## src/shared/pit_pkg.sv

```systemverilog
// Package for the periodic interrupt timer: register map, field positions,
// reset values and the AXI4-Lite carrier types.
// Assumes a 32-bit AXI4-Lite register bus with byte addresses in 8 bits.
package pit_pkg;

  localparam int unsigned PIT_NUM_CH   = 8;
  localparam int unsigned PIT_NUM_TRIG = 4;
  localparam int unsigned PIT_NUM_MT   = 2;
  localparam int unsigned PIT_CNT_W    = 16;
  localparam int unsigned PIT_MT_W     = 8;
  localparam int unsigned PIT_ADDR_W   = 8;

  // Register byte offsets
  localparam logic [7:0] PIT_OFS_CTRL    = 8'h00; // module_control_register
  localparam logic [7:0] PIT_OFS_FORCE   = 8'h04; // force_load_register
  localparam logic [7:0] PIT_OFS_CHEN    = 8'h08; // channel_enable
  localparam logic [7:0] PIT_OFS_MUX     = 8'h0c; // micro timer select
  localparam logic [7:0] PIT_OFS_IE      = 8'h10; // irq_enable_register
  localparam logic [7:0] PIT_OFS_FLAG    = 8'h14; // timeout_flag_register
  localparam logic [7:0] PIT_OFS_MTLD0   = 8'h18; // micro_timer_load 0
  localparam logic [7:0] PIT_OFS_MTLD1   = 8'h1c; // micro_timer_load 1
  localparam logic [7:0] PIT_OFS_LD_BASE = 8'h20; // channel_load_register 0..7
  localparam logic [7:0] PIT_OFS_CNT_BASE = 8'h40; // channel_count_register 0..7
  localparam logic [7:0] PIT_OFS_END     = 8'h60;

  // Field positions in module_control_register
  localparam int unsigned PIT_CTRL_EN_BIT  = 7;
  localparam int unsigned PIT_CTRL_FLMT_LO = 0;

  // Reset values
  localparam logic [15:0] PIT_LD_RST   = 16'h0000;
  localparam logic [7:0]  PIT_MTLD_RST = 8'h00;
  localparam logic [7:0]  PIT_BYTE_RST = 8'h00;

  localparam logic [1:0] PIT_RESP_OKAY   = 2'b00;
  localparam logic [1:0] PIT_RESP_SLVERR = 2'b10;

  // A write whose address and data halves have both arrived
  typedef struct packed {
    logic [PIT_ADDR_W-1:0] addr;
    logic [31:0]           data;
    logic [3:0]            strb;
  } pit_wr_t;

endpackage : pit_pkg

```

## src/hdl/pit_chan.sv

```systemverilog
// One 16-bit modulus down-counter channel of the periodic timer.
// Assumes tick is a one-cycle time base strobe already gated by the enables.
`timescale 1ns/100ps
module pit_chan
  import pit_pkg::*;
(
  input  wire logic                 mclk,
  input  wire logic                 srst,
  input  wire logic                 tick,
  input  wire logic                 force_load,
  input  wire logic [PIT_CNT_W-1:0] load_val,
  output logic      [PIT_CNT_W-1:0] count,
  output logic                      timeout
);

  logic [PIT_CNT_W-1:0] count_r;

  // A force load takes priority and swallows a coinciding time-out
  assign timeout = tick & ~force_load & (count_r == '0);
  assign count   = count_r;

  always_ff @(posedge mclk) begin
    if (srst) begin
      count_r <= PIT_LD_RST;
    end else if (force_load) begin
      count_r <= load_val;
    end else if (tick) begin
      if (count_r == '0) begin
        count_r <= load_val;
      end else begin
        count_r <= count_r - 16'h0001;
      end
    end
  end

endmodule : pit_chan

```

## src/hdl/pit_top.sv

```systemverilog
// Periodic interrupt timer: eight down-counter channels fed by two micro
// timers, four hardware trigger lines, and an AXI4-Lite register slave.
// Assumes a single 10 MHz clock mclk and a synchronous active-high srst.
//
// Functional notes
// - Each channel keeps a 16-bit load value giving its counter modulus.
// - Writing a load value never restarts the counter; used at next reload.
// - Counter at zero sets the channel flag and reloads from load value.
// - Force-load bit copies the load value into the counter at once.
// - Per-channel interrupt enable requests interrupt while its flag is set.
// - Writing one clears a time-out flag; writing zero leaves it.
// - Four hardware trigger outputs, one per channel zero to three.
// - Each time-out of a trigger channel sets its flag and raises its trigger.
// - Trigger stays high one clock; software uses periods of two or more.
// - Clearing channel, interrupt or module enable clears matching flags.
//
// The AXI4-Lite interface to the registers and the register addresses were left to the implementer.
`timescale 1ns/100ps
module pit_top
  import pit_pkg::*;
(
  input  wire logic                    mclk,
  input  wire logic                    srst,
  input  wire logic                    s_axi_awvalid,
  output logic                         s_axi_awready,
  input  wire logic [PIT_ADDR_W-1:0]   s_axi_awaddr,
  input  wire logic [2:0]              s_axi_awprot,
  input  wire logic                    s_axi_wvalid,
  output logic                         s_axi_wready,
  input  wire logic [31:0]             s_axi_wdata,
  input  wire logic [3:0]              s_axi_wstrb,
  output logic                         s_axi_bvalid,
  input  wire logic                    s_axi_bready,
  output logic      [1:0]              s_axi_bresp,
  input  wire logic                    s_axi_arvalid,
  output logic                         s_axi_arready,
  input  wire logic [PIT_ADDR_W-1:0]   s_axi_araddr,
  input  wire logic [2:0]              s_axi_arprot,
  output logic                         s_axi_rvalid,
  input  wire logic                    s_axi_rready,
  output logic      [31:0]             s_axi_rdata,
  output logic      [1:0]              s_axi_rresp,
  output logic      [PIT_NUM_TRIG-1:0] hw_trigger_out,
  output logic                         irq
);

  // Word index of a byte address, used by the write decode
  function automatic logic [5:0] word_idx(input logic [PIT_ADDR_W-1:0] a);
    word_idx = a[7:2];
  endfunction : word_idx

  function automatic logic mapped(input logic [PIT_ADDR_W-1:0] a);
    mapped = (a < PIT_OFS_END);
  endfunction : mapped

  // Configuration and status state
  logic                       module_enable_r;
  logic [PIT_NUM_CH-1:0]      channel_enable_r;
  logic [PIT_NUM_CH-1:0]      mux_r;
  logic [PIT_NUM_CH-1:0]      channel_irq_enable_r;
  logic [PIT_NUM_CH-1:0]      timeout_flag_r;
  logic [PIT_NUM_CH-1:0]      timeout_flag_nxt;
  logic [PIT_CNT_W-1:0]       load_value_bits_r [PIT_NUM_CH];
  logic [PIT_MT_W-1:0]        micro_timer_load_r [PIT_NUM_MT];
  logic [PIT_MT_W-1:0]        mt_cnt_r [PIT_NUM_MT];
  logic [PIT_NUM_TRIG-1:0]    trig_r;
  logic                       irq_r;

  // Bus slave state
  logic                       awready_r;
  logic                       wready_r;
  logic                       bvalid_r;
  logic [1:0]                 bresp_r;
  logic                       arready_r;
  logic                       rvalid_r;
  logic [31:0]                rdata_r;
  logic [1:0]                 rresp_r;
  logic                       aw_full_r;
  logic                       w_full_r;
  pit_wr_t                    wr_r;

  // Per-cycle decode results
  logic                       aw_take;
  logic                       w_take;
  logic                       ar_take;
  logic                       do_wr;
  logic [5:0]                 wr_idx;
  logic [31:0]                wd;
  logic                       wr_ctrl;
  logic                       wr_chen;
  logic                       wr_ie;
  logic [PIT_NUM_CH-1:0]      force_load_bits;
  logic [PIT_NUM_MT-1:0]      mt_force;
  logic [PIT_NUM_MT-1:0]      mt_tick;
  logic [PIT_NUM_CH-1:0]      ch_tick;
  logic [PIT_NUM_CH-1:0]      ch_timeout;
  logic [PIT_NUM_CH-1:0]      dis_clr;
  logic [PIT_NUM_CH-1:0]      w1c_clr;
  logic [PIT_CNT_W-1:0]       ch_count [PIT_NUM_CH];
  logic [31:0]                rd_word;

  assign aw_take = s_axi_awvalid & awready_r;
  assign w_take  = s_axi_wvalid & wready_r;
  assign ar_take = s_axi_arvalid & arready_r;
  // Commit only once both halves are held and the last response has gone
  assign do_wr   = aw_full_r & w_full_r & ~bvalid_r;
  assign wr_idx  = word_idx(wr_r.addr);
  assign wd      = wr_r.data;
  assign wr_ctrl = do_wr & (wr_r.addr == PIT_OFS_CTRL) & wr_r.strb[0];
  assign wr_chen = do_wr & (wr_r.addr == PIT_OFS_CHEN) & wr_r.strb[0];
  assign wr_ie   = do_wr & (wr_r.addr == PIT_OFS_IE) & wr_r.strb[0];

  // Write-address and write-data channels, accepted in either order
  always_ff @(posedge mclk) begin
    if (srst) begin
      aw_full_r <= 1'b0;
      awready_r <= 1'b0;
    end else begin
      if (aw_take) begin
        aw_full_r <= 1'b1;
        awready_r <= 1'b0;
      end else if (do_wr) begin
        aw_full_r <= 1'b0;
        awready_r <= 1'b1;
      end else begin
        awready_r <= ~aw_full_r;
      end
    end
  end

  always_ff @(posedge mclk) begin
    if (srst) begin
      w_full_r <= 1'b0;
      wready_r <= 1'b0;
    end else begin
      if (w_take) begin
        w_full_r <= 1'b1;
        wready_r <= 1'b0;
      end else if (do_wr) begin
        w_full_r <= 1'b0;
        wready_r <= 1'b1;
      end else begin
        wready_r <= ~w_full_r;
      end
    end
  end

  always_ff @(posedge mclk) begin
    if (srst) begin
      wr_r <= '0;
    end else begin
      if (aw_take) begin
        wr_r.addr <= s_axi_awaddr;
      end
      if (w_take) begin
        wr_r.data <= s_axi_wdata;
        wr_r.strb <= s_axi_wstrb;
      end
    end
  end

  always_ff @(posedge mclk) begin
    if (srst) begin
      bvalid_r <= 1'b0;
      bresp_r  <= PIT_RESP_OKAY;
    end else if (do_wr) begin
      bvalid_r <= 1'b1;
      bresp_r  <= mapped(wr_r.addr) ? PIT_RESP_OKAY : PIT_RESP_SLVERR;
    end else if (bvalid_r & s_axi_bready) begin
      bvalid_r <= 1'b0;
    end
  end

  // Read channel; reads have no side effects
  always_comb begin
    rd_word = 32'h0000_0000;
    if (s_axi_araddr >= PIT_OFS_CNT_BASE) begin
      rd_word[15:0] = ch_count[s_axi_araddr[4:2]];
    end else if (s_axi_araddr >= PIT_OFS_LD_BASE) begin
      rd_word[15:0] = load_value_bits_r[s_axi_araddr[4:2]];
    end else begin
      unique case (s_axi_araddr)
        PIT_OFS_CTRL:  rd_word[PIT_CTRL_EN_BIT] = module_enable_r;
        PIT_OFS_CHEN:  rd_word[7:0] = channel_enable_r;
        PIT_OFS_MUX:   rd_word[7:0] = mux_r;
        PIT_OFS_IE:    rd_word[7:0] = channel_irq_enable_r;
        PIT_OFS_FLAG:  rd_word[7:0] = timeout_flag_r;
        PIT_OFS_MTLD0: rd_word[7:0] = micro_timer_load_r[0];
        PIT_OFS_MTLD1: rd_word[7:0] = micro_timer_load_r[1];
        default:       rd_word = 32'h0000_0000;
      endcase
    end
    if (!mapped(s_axi_araddr)) begin
      rd_word = 32'h0000_0000;
    end
  end

  always_ff @(posedge mclk) begin
    if (srst) begin
      rvalid_r  <= 1'b0;
      arready_r <= 1'b0;
      rdata_r   <= 32'h0000_0000;
      rresp_r   <= PIT_RESP_OKAY;
    end else if (ar_take) begin
      rvalid_r  <= 1'b1;
      arready_r <= 1'b0;
      rdata_r   <= rd_word;
      rresp_r   <= mapped(s_axi_araddr) ? PIT_RESP_OKAY : PIT_RESP_SLVERR;
    end else if (rvalid_r & s_axi_rready) begin
      rvalid_r  <= 1'b0;
      arready_r <= 1'b1;
    end else begin
      arready_r <= ~rvalid_r;
    end
  end

  // Control registers
  always_ff @(posedge mclk) begin
    if (srst) begin
      module_enable_r      <= 1'b0;
      channel_enable_r     <= PIT_BYTE_RST;
      mux_r                <= PIT_BYTE_RST;
      channel_irq_enable_r <= PIT_BYTE_RST;
    end else begin
      if (wr_ctrl) begin
        module_enable_r <= wd[PIT_CTRL_EN_BIT];
      end
      if (wr_chen) begin
        channel_enable_r <= wd[7:0];
      end
      if (do_wr & (wr_r.addr == PIT_OFS_MUX) & wr_r.strb[0]) begin
        mux_r <= wd[7:0];
      end
      if (wr_ie) begin
        channel_irq_enable_r <= wd[7:0];
      end
    end
  end

  // Load values; a partial write would tear the value, so it is dropped
  always_ff @(posedge mclk) begin
    if (srst) begin
      for (int i = 0; i < PIT_NUM_CH; i++) begin
        load_value_bits_r[i] <= PIT_LD_RST;
      end
      for (int m = 0; m < PIT_NUM_MT; m++) begin
        micro_timer_load_r[m] <= PIT_MTLD_RST;
      end
    end else if (do_wr) begin
      if (wr_r.addr[7:5] == PIT_OFS_LD_BASE[7:5] && wr_r.strb[1:0] == 2'b11) begin
        load_value_bits_r[wr_idx[2:0]] <= wd[15:0];
      end
      if (wr_r.addr == PIT_OFS_MTLD0 && wr_r.strb[0]) begin
        micro_timer_load_r[0] <= wd[7:0];
      end
      if (wr_r.addr == PIT_OFS_MTLD1 && wr_r.strb[0]) begin
        micro_timer_load_r[1] <= wd[7:0];
      end
    end
  end

  // Force-load strobes exist only in the cycle the write commits
  assign force_load_bits = (do_wr & (wr_r.addr == PIT_OFS_FORCE) & wr_r.strb[0]) ?
                           wd[7:0] : '0;
  assign mt_force = wr_ctrl ? wd[PIT_CTRL_FLMT_LO+1:PIT_CTRL_FLMT_LO] : '0;

  // Micro timers: the shared time base, ticking each time they pass zero
  always_comb begin
    for (int m = 0; m < PIT_NUM_MT; m++) begin
      mt_tick[m] = module_enable_r & ~mt_force[m] & (mt_cnt_r[m] == '0);
    end
  end

  always_ff @(posedge mclk) begin
    if (srst) begin
      for (int m = 0; m < PIT_NUM_MT; m++) begin
        mt_cnt_r[m] <= PIT_MTLD_RST;
      end
    end else begin
      for (int m = 0; m < PIT_NUM_MT; m++) begin
        if (mt_force[m] || mt_tick[m]) begin
          mt_cnt_r[m] <= micro_timer_load_r[m];
        end else if (module_enable_r) begin
          mt_cnt_r[m] <= mt_cnt_r[m] - 8'h01;
        end
      end
    end
  end

  // Each channel picks one micro timer; disabled channels see no tick
  always_comb begin
    for (int i = 0; i < PIT_NUM_CH; i++) begin
      ch_tick[i] = module_enable_r & channel_enable_r[i] &
                   (mux_r[i] ? mt_tick[1] : mt_tick[0]);
    end
  end

  for (genvar g = 0; g < PIT_NUM_CH; g++) begin : g_chan
    pit_chan u_chan (
      .mclk       (mclk),
      .srst       (srst),
      .tick       (ch_tick[g]),
      .force_load (force_load_bits[g]),
      .load_val   (load_value_bits_r[g]),
      .count      (ch_count[g]),
      .timeout    (ch_timeout[g])
    );
  end

  // Flag clearing: write-one, or an enable bit going from one to zero
  always_comb begin
    w1c_clr = '0;
    dis_clr = '0;
    if (do_wr && wr_r.addr == PIT_OFS_FLAG && wr_r.strb[0]) begin
      w1c_clr = wd[7:0];
    end
    if (wr_chen) begin
      dis_clr = dis_clr | (channel_enable_r & ~wd[7:0]);
    end
    if (wr_ie) begin
      dis_clr = dis_clr | (channel_irq_enable_r & ~wd[7:0]);
    end
    if (wr_ctrl && module_enable_r && !wd[PIT_CTRL_EN_BIT]) begin
      dis_clr = '1;
    end
    // A time-out in the clearing cycle survives: set beats clear
    timeout_flag_nxt = (timeout_flag_r & ~w1c_clr & ~dis_clr) | ch_timeout;
  end

  always_ff @(posedge mclk) begin
    if (srst) begin
      timeout_flag_r <= PIT_BYTE_RST;
    end else begin
      timeout_flag_r <= timeout_flag_nxt;
    end
  end

  // Trigger goes high for one clock per time-out; back-to-back time-outs
  // would merge, hence the two-cycle minimum period on software's side
  always_ff @(posedge mclk) begin
    if (srst) begin
      trig_r <= '0;
    end else begin
      trig_r <= ch_timeout[PIT_NUM_TRIG-1:0];
    end
  end

  // Level request, one clock behind the flag
  always_ff @(posedge mclk) begin
    if (srst) begin
      irq_r <= 1'b0;
    end else begin
      irq_r <= |(timeout_flag_r & channel_irq_enable_r);
    end
  end

  assign s_axi_awready  = awready_r;
  assign s_axi_wready   = wready_r;
  assign s_axi_bvalid   = bvalid_r;
  assign s_axi_bresp    = bresp_r;
  assign s_axi_arready  = arready_r;
  assign s_axi_rvalid   = rvalid_r;
  assign s_axi_rdata    = rdata_r;
  assign s_axi_rresp    = rresp_r;
  assign hw_trigger_out = trig_r;
  assign irq            = irq_r;

endmodule : pit_top

```

## config.mk

```make
export PLATFORM = sky130hd
export DESIGN_NAME = pit_top
export DESIGN_NICKNAME = d
export VERILOG_FILES = /design/src/shared/pit_pkg.sv /design/src/hdl/pit_chan.sv /design/src/hdl/pit_top.sv
export SDC_FILE = /design/constraint.sdc
export NUM_CORES = 1
export LEC_CHECK = 0
export ABC_CLOCK_PERIOD_IN_PS = 6600
export BUFFER_PORTS_ARGS = -buffer_cell sky130_fd_sc_hd__buf_4
export CORE_MARGIN = 2
export CORE_UTILIZATION = 45
export CTS_BUF_LIST = sky130_fd_sc_hd__clkbuf_2
export CTS_CLUSTER_DIAMETER = 100
export DETAILED_ROUTE_END_ITERATION = 10
export PLACE_DENSITY_LB_ADDON = 0.15
export SLEW_MARGIN = 20
export SYNTH_ARGS = -nofsm -noshare
export SYNTH_HDL_FRONTEND = slang
export SYNTH_SLANG_ARGS = --single-unit
```

## constraint.sdc

```tcl
create_clock -name mclk -period 6.6 [get_ports mclk]
set_input_delay 0 -clock mclk [delete_from_list [all_inputs] [get_ports mclk]]
set_output_delay 0 -clock mclk [all_outputs]
set_load 0.02 [all_outputs]
```

==> results.yml <==
outcome:
  run_status: "complete, no violations"
yosys:
  netlist_area_um2: 21400
  ys.flop_type: "sky130_fd_sc_hd__dfxtp_1"
  ys_types: 100
  number_of_cells_produced_by_synthesis: 2236
  synth.ff_latch_count: 377
  synth-warning-count: 0
  ys_seq_area_frac: 0.427
  ys_async_sr_fraction: 0
  synth_enable_flop_cells: 160
  post_synth.cell_area_avg_um2: 9.58
drt:
  drt-wirelength-per-cell_um: 25.5
  route.vias.total: 19600
  detail_route.vias_per_cell: 6.28
  finalWirelength_um: 79500
  post_drt_antenna_nets: 0
  drc_errors: 0
  dr_iter_0_viols: 2395
  detailedRoute.firstPassIterationCount: 5
clock_tree:
  cts_root_buffer: "sky130_fd_sc_hd__clkbuf_2"
  clock_path_buffers: 3
  clk_latency_ns: 1.14
  numCtsBuffers: 103
  clock-sinks: 377
  tritoncts: "built"
  htree_levels: 3
  clkTransAtPathRegs_ns: 0.10
  cts.repair_timing.setup_buffer_count: 0
sta:
  setup-tns-final_ns: 0
  slew_headroom: 0.156
  part_of_the_cycle_the_worst_path_needs: 0.579
  layout_min_cycle_time_ns: 3.82
  fmaxAchievable_mhz: 261
  worst_clock_skew_ns: 0.0804
  rsz0062_at_grt: "no"
  final_max_slew_viol_count: 0
  timing.final.setup_violations: 0
  worst_pin_slew_ns: 1.26
  timing.final.hold_violations: 0
floorplan:
  start_util: 0.458
  fp.dieW_um: 222
  placementRows: 79
  design.portCount: 111
  die_area_um2: 49300
  die_height_um: 222
  core_area_um2: 46800
cells_and_area:
  final_core_utilization: 0.524
  most_common_cell_after_layout_fill_and_taps_aside: "sky130_fd_sc_hd__dfxtp_1"
  area.growth.synth_to_final_pct: 14.5
  drive_gt1_frac: 0.176
  mostFrequentLayoutCells: "sky130_fd_sc_hd__dfxtp_1 (217), sky130_fd_sc_hd__a21oi_1 (186), sky130_fd_sc_hd__nand2_1 (184)"
  num-fill-cells: 4322
  layoutNonFillerInstCount: 3120
  fin_nets: 2506
placed_design:
  place.port_buffers: 68
  routabilityCongestion: 0.941
  numPlacedInstances: 2789
  detailedPlacementHpwl_um: 55600
global_routing:
  grtUsageTotal: 0.321
  wire_length_of_the_first_global_routing_pass_um: 119000
  grt_start_max_net_pins: 75
  grt-ovfl-total: 0
  grt_antenna_before_repair: 2
  first_global_vias: 18700
pwr:
  p_leak_uw: 0.00939
  irDropWorstVdd_uv: 138
  power_per_cell_area_nw_per_um2: 191
critical_path:
  worst_ep_arrival_time_ns: 4.81
  crit_type: "reg2reg"
  worst-path-max-fanout: 24
  startpoint_type: "flop"
  worst_ep_required_time_ns: 7.59
  timing.critical_path.to_type: "flop"
hold_path:
  hold_path.class: "in2reg"
run:
  number_of_maximum_capacitance_violations: 0
==> worst max-delay path: stages, from the launching register on <==
cell                        delay [ns]
sky130_fd_sc_hd__dfxtp_1          0.87
sky130_fd_sc_hd__nand4bb_1        0.55
sky130_fd_sc_hd__nor2_1           0.58
sky130_fd_sc_hd__nand3b_1         0.19
sky130_fd_sc_hd__a21oi_1          0.72
sky130_fd_sc_hd__o21ai_0          0.53
sky130_fd_sc_hd__o22ai_1          0.24
==> worst paths after layout <==
kind | from | end | slack [ns] | cells past startpoint
min | s_axi_araddr[7] | s_axi_rdata[4] | 0.01 | 5
max reg2reg | module_enable_r | g_chan[7].u_chan.count[8] | 2.78 | 6
min reg2reg | s_axi_rdata[5] | s_axi_rdata[5] | 0.50 | 2
max | module_enable_r | g_chan[7].u_chan.count[8] | 2.78 | 6
==> kinds of logic after synthesis <==
family | synth area share
other | 0.000175
flip-flops | 0.427
buffers and inverters | 0.0472
adder cells (fa/ha/maj) | 0.0111
XOR/XNOR | 0.00532
AND/OR/NAND/NOR | 0.228
AO/OA/AOI/OAI | 0.170
multiplexers | 0.112
==> repair_timing <==
action | in CTS | in global routing
resized for setup | 0 | 0
hold buffers | 135 | 0
endpoints found under the hold margin | 149 | 0
==> power by group <==
| group | leakage (uW) | switching, uW | internal [uW] |
|---|---|---|---|
| Sequential | 0.00340 | 62.1 | 2470 |
| Combinational | 0.00523 | 212 | 158 |
| Clock | 0.000758 | 1080 | 709 |
==> layout make-up <==
class                      count  area, um2  area share
tap                          607        759      0.0310
sequential                   377       9150       0.373
clock inverter                26        133     0.00541
inverter                      51        191     0.00781
antenna                        2       5.00    0.000204
timing repair buffer         234       2100      0.0856
multi-input combinational   1655      11300       0.463
clock buffer                 168        841      0.0343
==> metal layers <==
layer | vias up | part of all wire | GRT usage | wire [um]
met1 | 9576 | 0.42 | 0.444 | 33000
li1 | 8816 | - | - | -
met5 | - | 0 | 0 | 0
met4 | 0 | 0.039 | 0.134 | 3080
met3 | 167 | 0.094 | 0.0557 | 7490
met2 | 1029 | 0.45 | 0.496 | 35900
==> state kept, by name, indices dropped and copies added, names as in the netlist, 4 cells and up <==
register and flops:
mux_r 8, wd 16, hw_trigger_out 4, channel_enable_r 8, wr_idx 6, g_chan.u_chan.count 128, channel_irq_enable_r 8, timeout_flag_r 8
micro_timer_load_r 16, s_axi_rdata 16, mt_cnt_r 16, wr_r 4, load_value_bits_r 128
==> stage by stage <==
step	setup WS (ns)	power (uW)	hold WS, ns	cell area, um2
floorplan	3.56	2750	0.136	21500
global placement	3.00	2880	0.247	22200
detailed placement	2.93	2890	0.259	22200
CTS	2.87	4710	0.0133	24500
global route	2.54	4870	0.0373	24500
finish	2.78	4690	0.0147	24500
==> Yosys cell counts, types with 6 or more instances <==
cell type,count,area (um2)
sky130_fd_sc_hd__nor4b_1,10,87.6
sky130_fd_sc_hd__a21oi_1,187,936
sky130_fd_sc_hd__nor4_2,6,75.1
sky130_fd_sc_hd__buf_2,37,185
sky130_fd_sc_hd__a32oi_1,6,52.6
sky130_fd_sc_hd__xnor2_1,9,78.8
sky130_fd_sc_hd__buf_4,25,188
sky130_fd_sc_hd__nor3b_1,17,128
sky130_fd_sc_hd__nand2b_1,11,68.8
sky130_fd_sc_hd__nand3b_1,8,60.1
sky130_fd_sc_hd__a21o_1,13,97.6
sky130_fd_sc_hd__dfxtp_1,217,4340
sky130_fd_sc_hd__or3_1,23,144
sky130_fd_sc_hd__nor4_1,45,282
sky130_fd_sc_hd__mux4_2,70,1580
sky130_fd_sc_hd__o21a_1,13,97.6
sky130_fd_sc_hd__a32o_1,10,100
sky130_fd_sc_hd__o211ai_1,41,308
sky130_fd_sc_hd__mux2i_1,49,490
sky130_fd_sc_hd__o31a_1,7,61.3
sky130_fd_sc_hd__nor3_1,78,390
sky130_fd_sc_hd__nand2_1,184,691
sky130_fd_sc_hd__or4_1,13,97.6
sky130_fd_sc_hd__a31oi_1,17,106
sky130_fd_sc_hd__inv_1,51,191
sky130_fd_sc_hd__nand4_1,23,144
sky130_fd_sc_hd__o22ai_1,37,231
sky130_fd_sc_hd__and2_1,153,957
sky130_fd_sc_hd__nor2_1,162,608
sky130_fd_sc_hd__edfxtp_1,160,4800
sky130_fd_sc_hd__a211oi_1,18,135
sky130_fd_sc_hd__nor2b_1,15,93.8
sky130_fd_sc_hd__o21ai_0,116,581
sky130_fd_sc_hd__o221ai_1,7,61.3
sky130_fd_sc_hd__mux2_2,28,315
sky130_fd_sc_hd__or2_2,14,87.6
sky130_fd_sc_hd__clkbuf_1,92,345
sky130_fd_sc_hd__and4_1,9,78.8
sky130_fd_sc_hd__nand3_1,59,295
sky130_fd_sc_hd__o21ai_1,20,100
sky130_fd_sc_hd__ha_1,19,238
sky130_fd_sc_hd__buf_1,9,33.8
sky130_fd_sc_hd__a22o_1,8,70.1
sky130_fd_sc_hd__and3_1,18,113
sky130_fd_sc_hd__a22oi_1,16,120
Power figures use the tool's default switching activity.
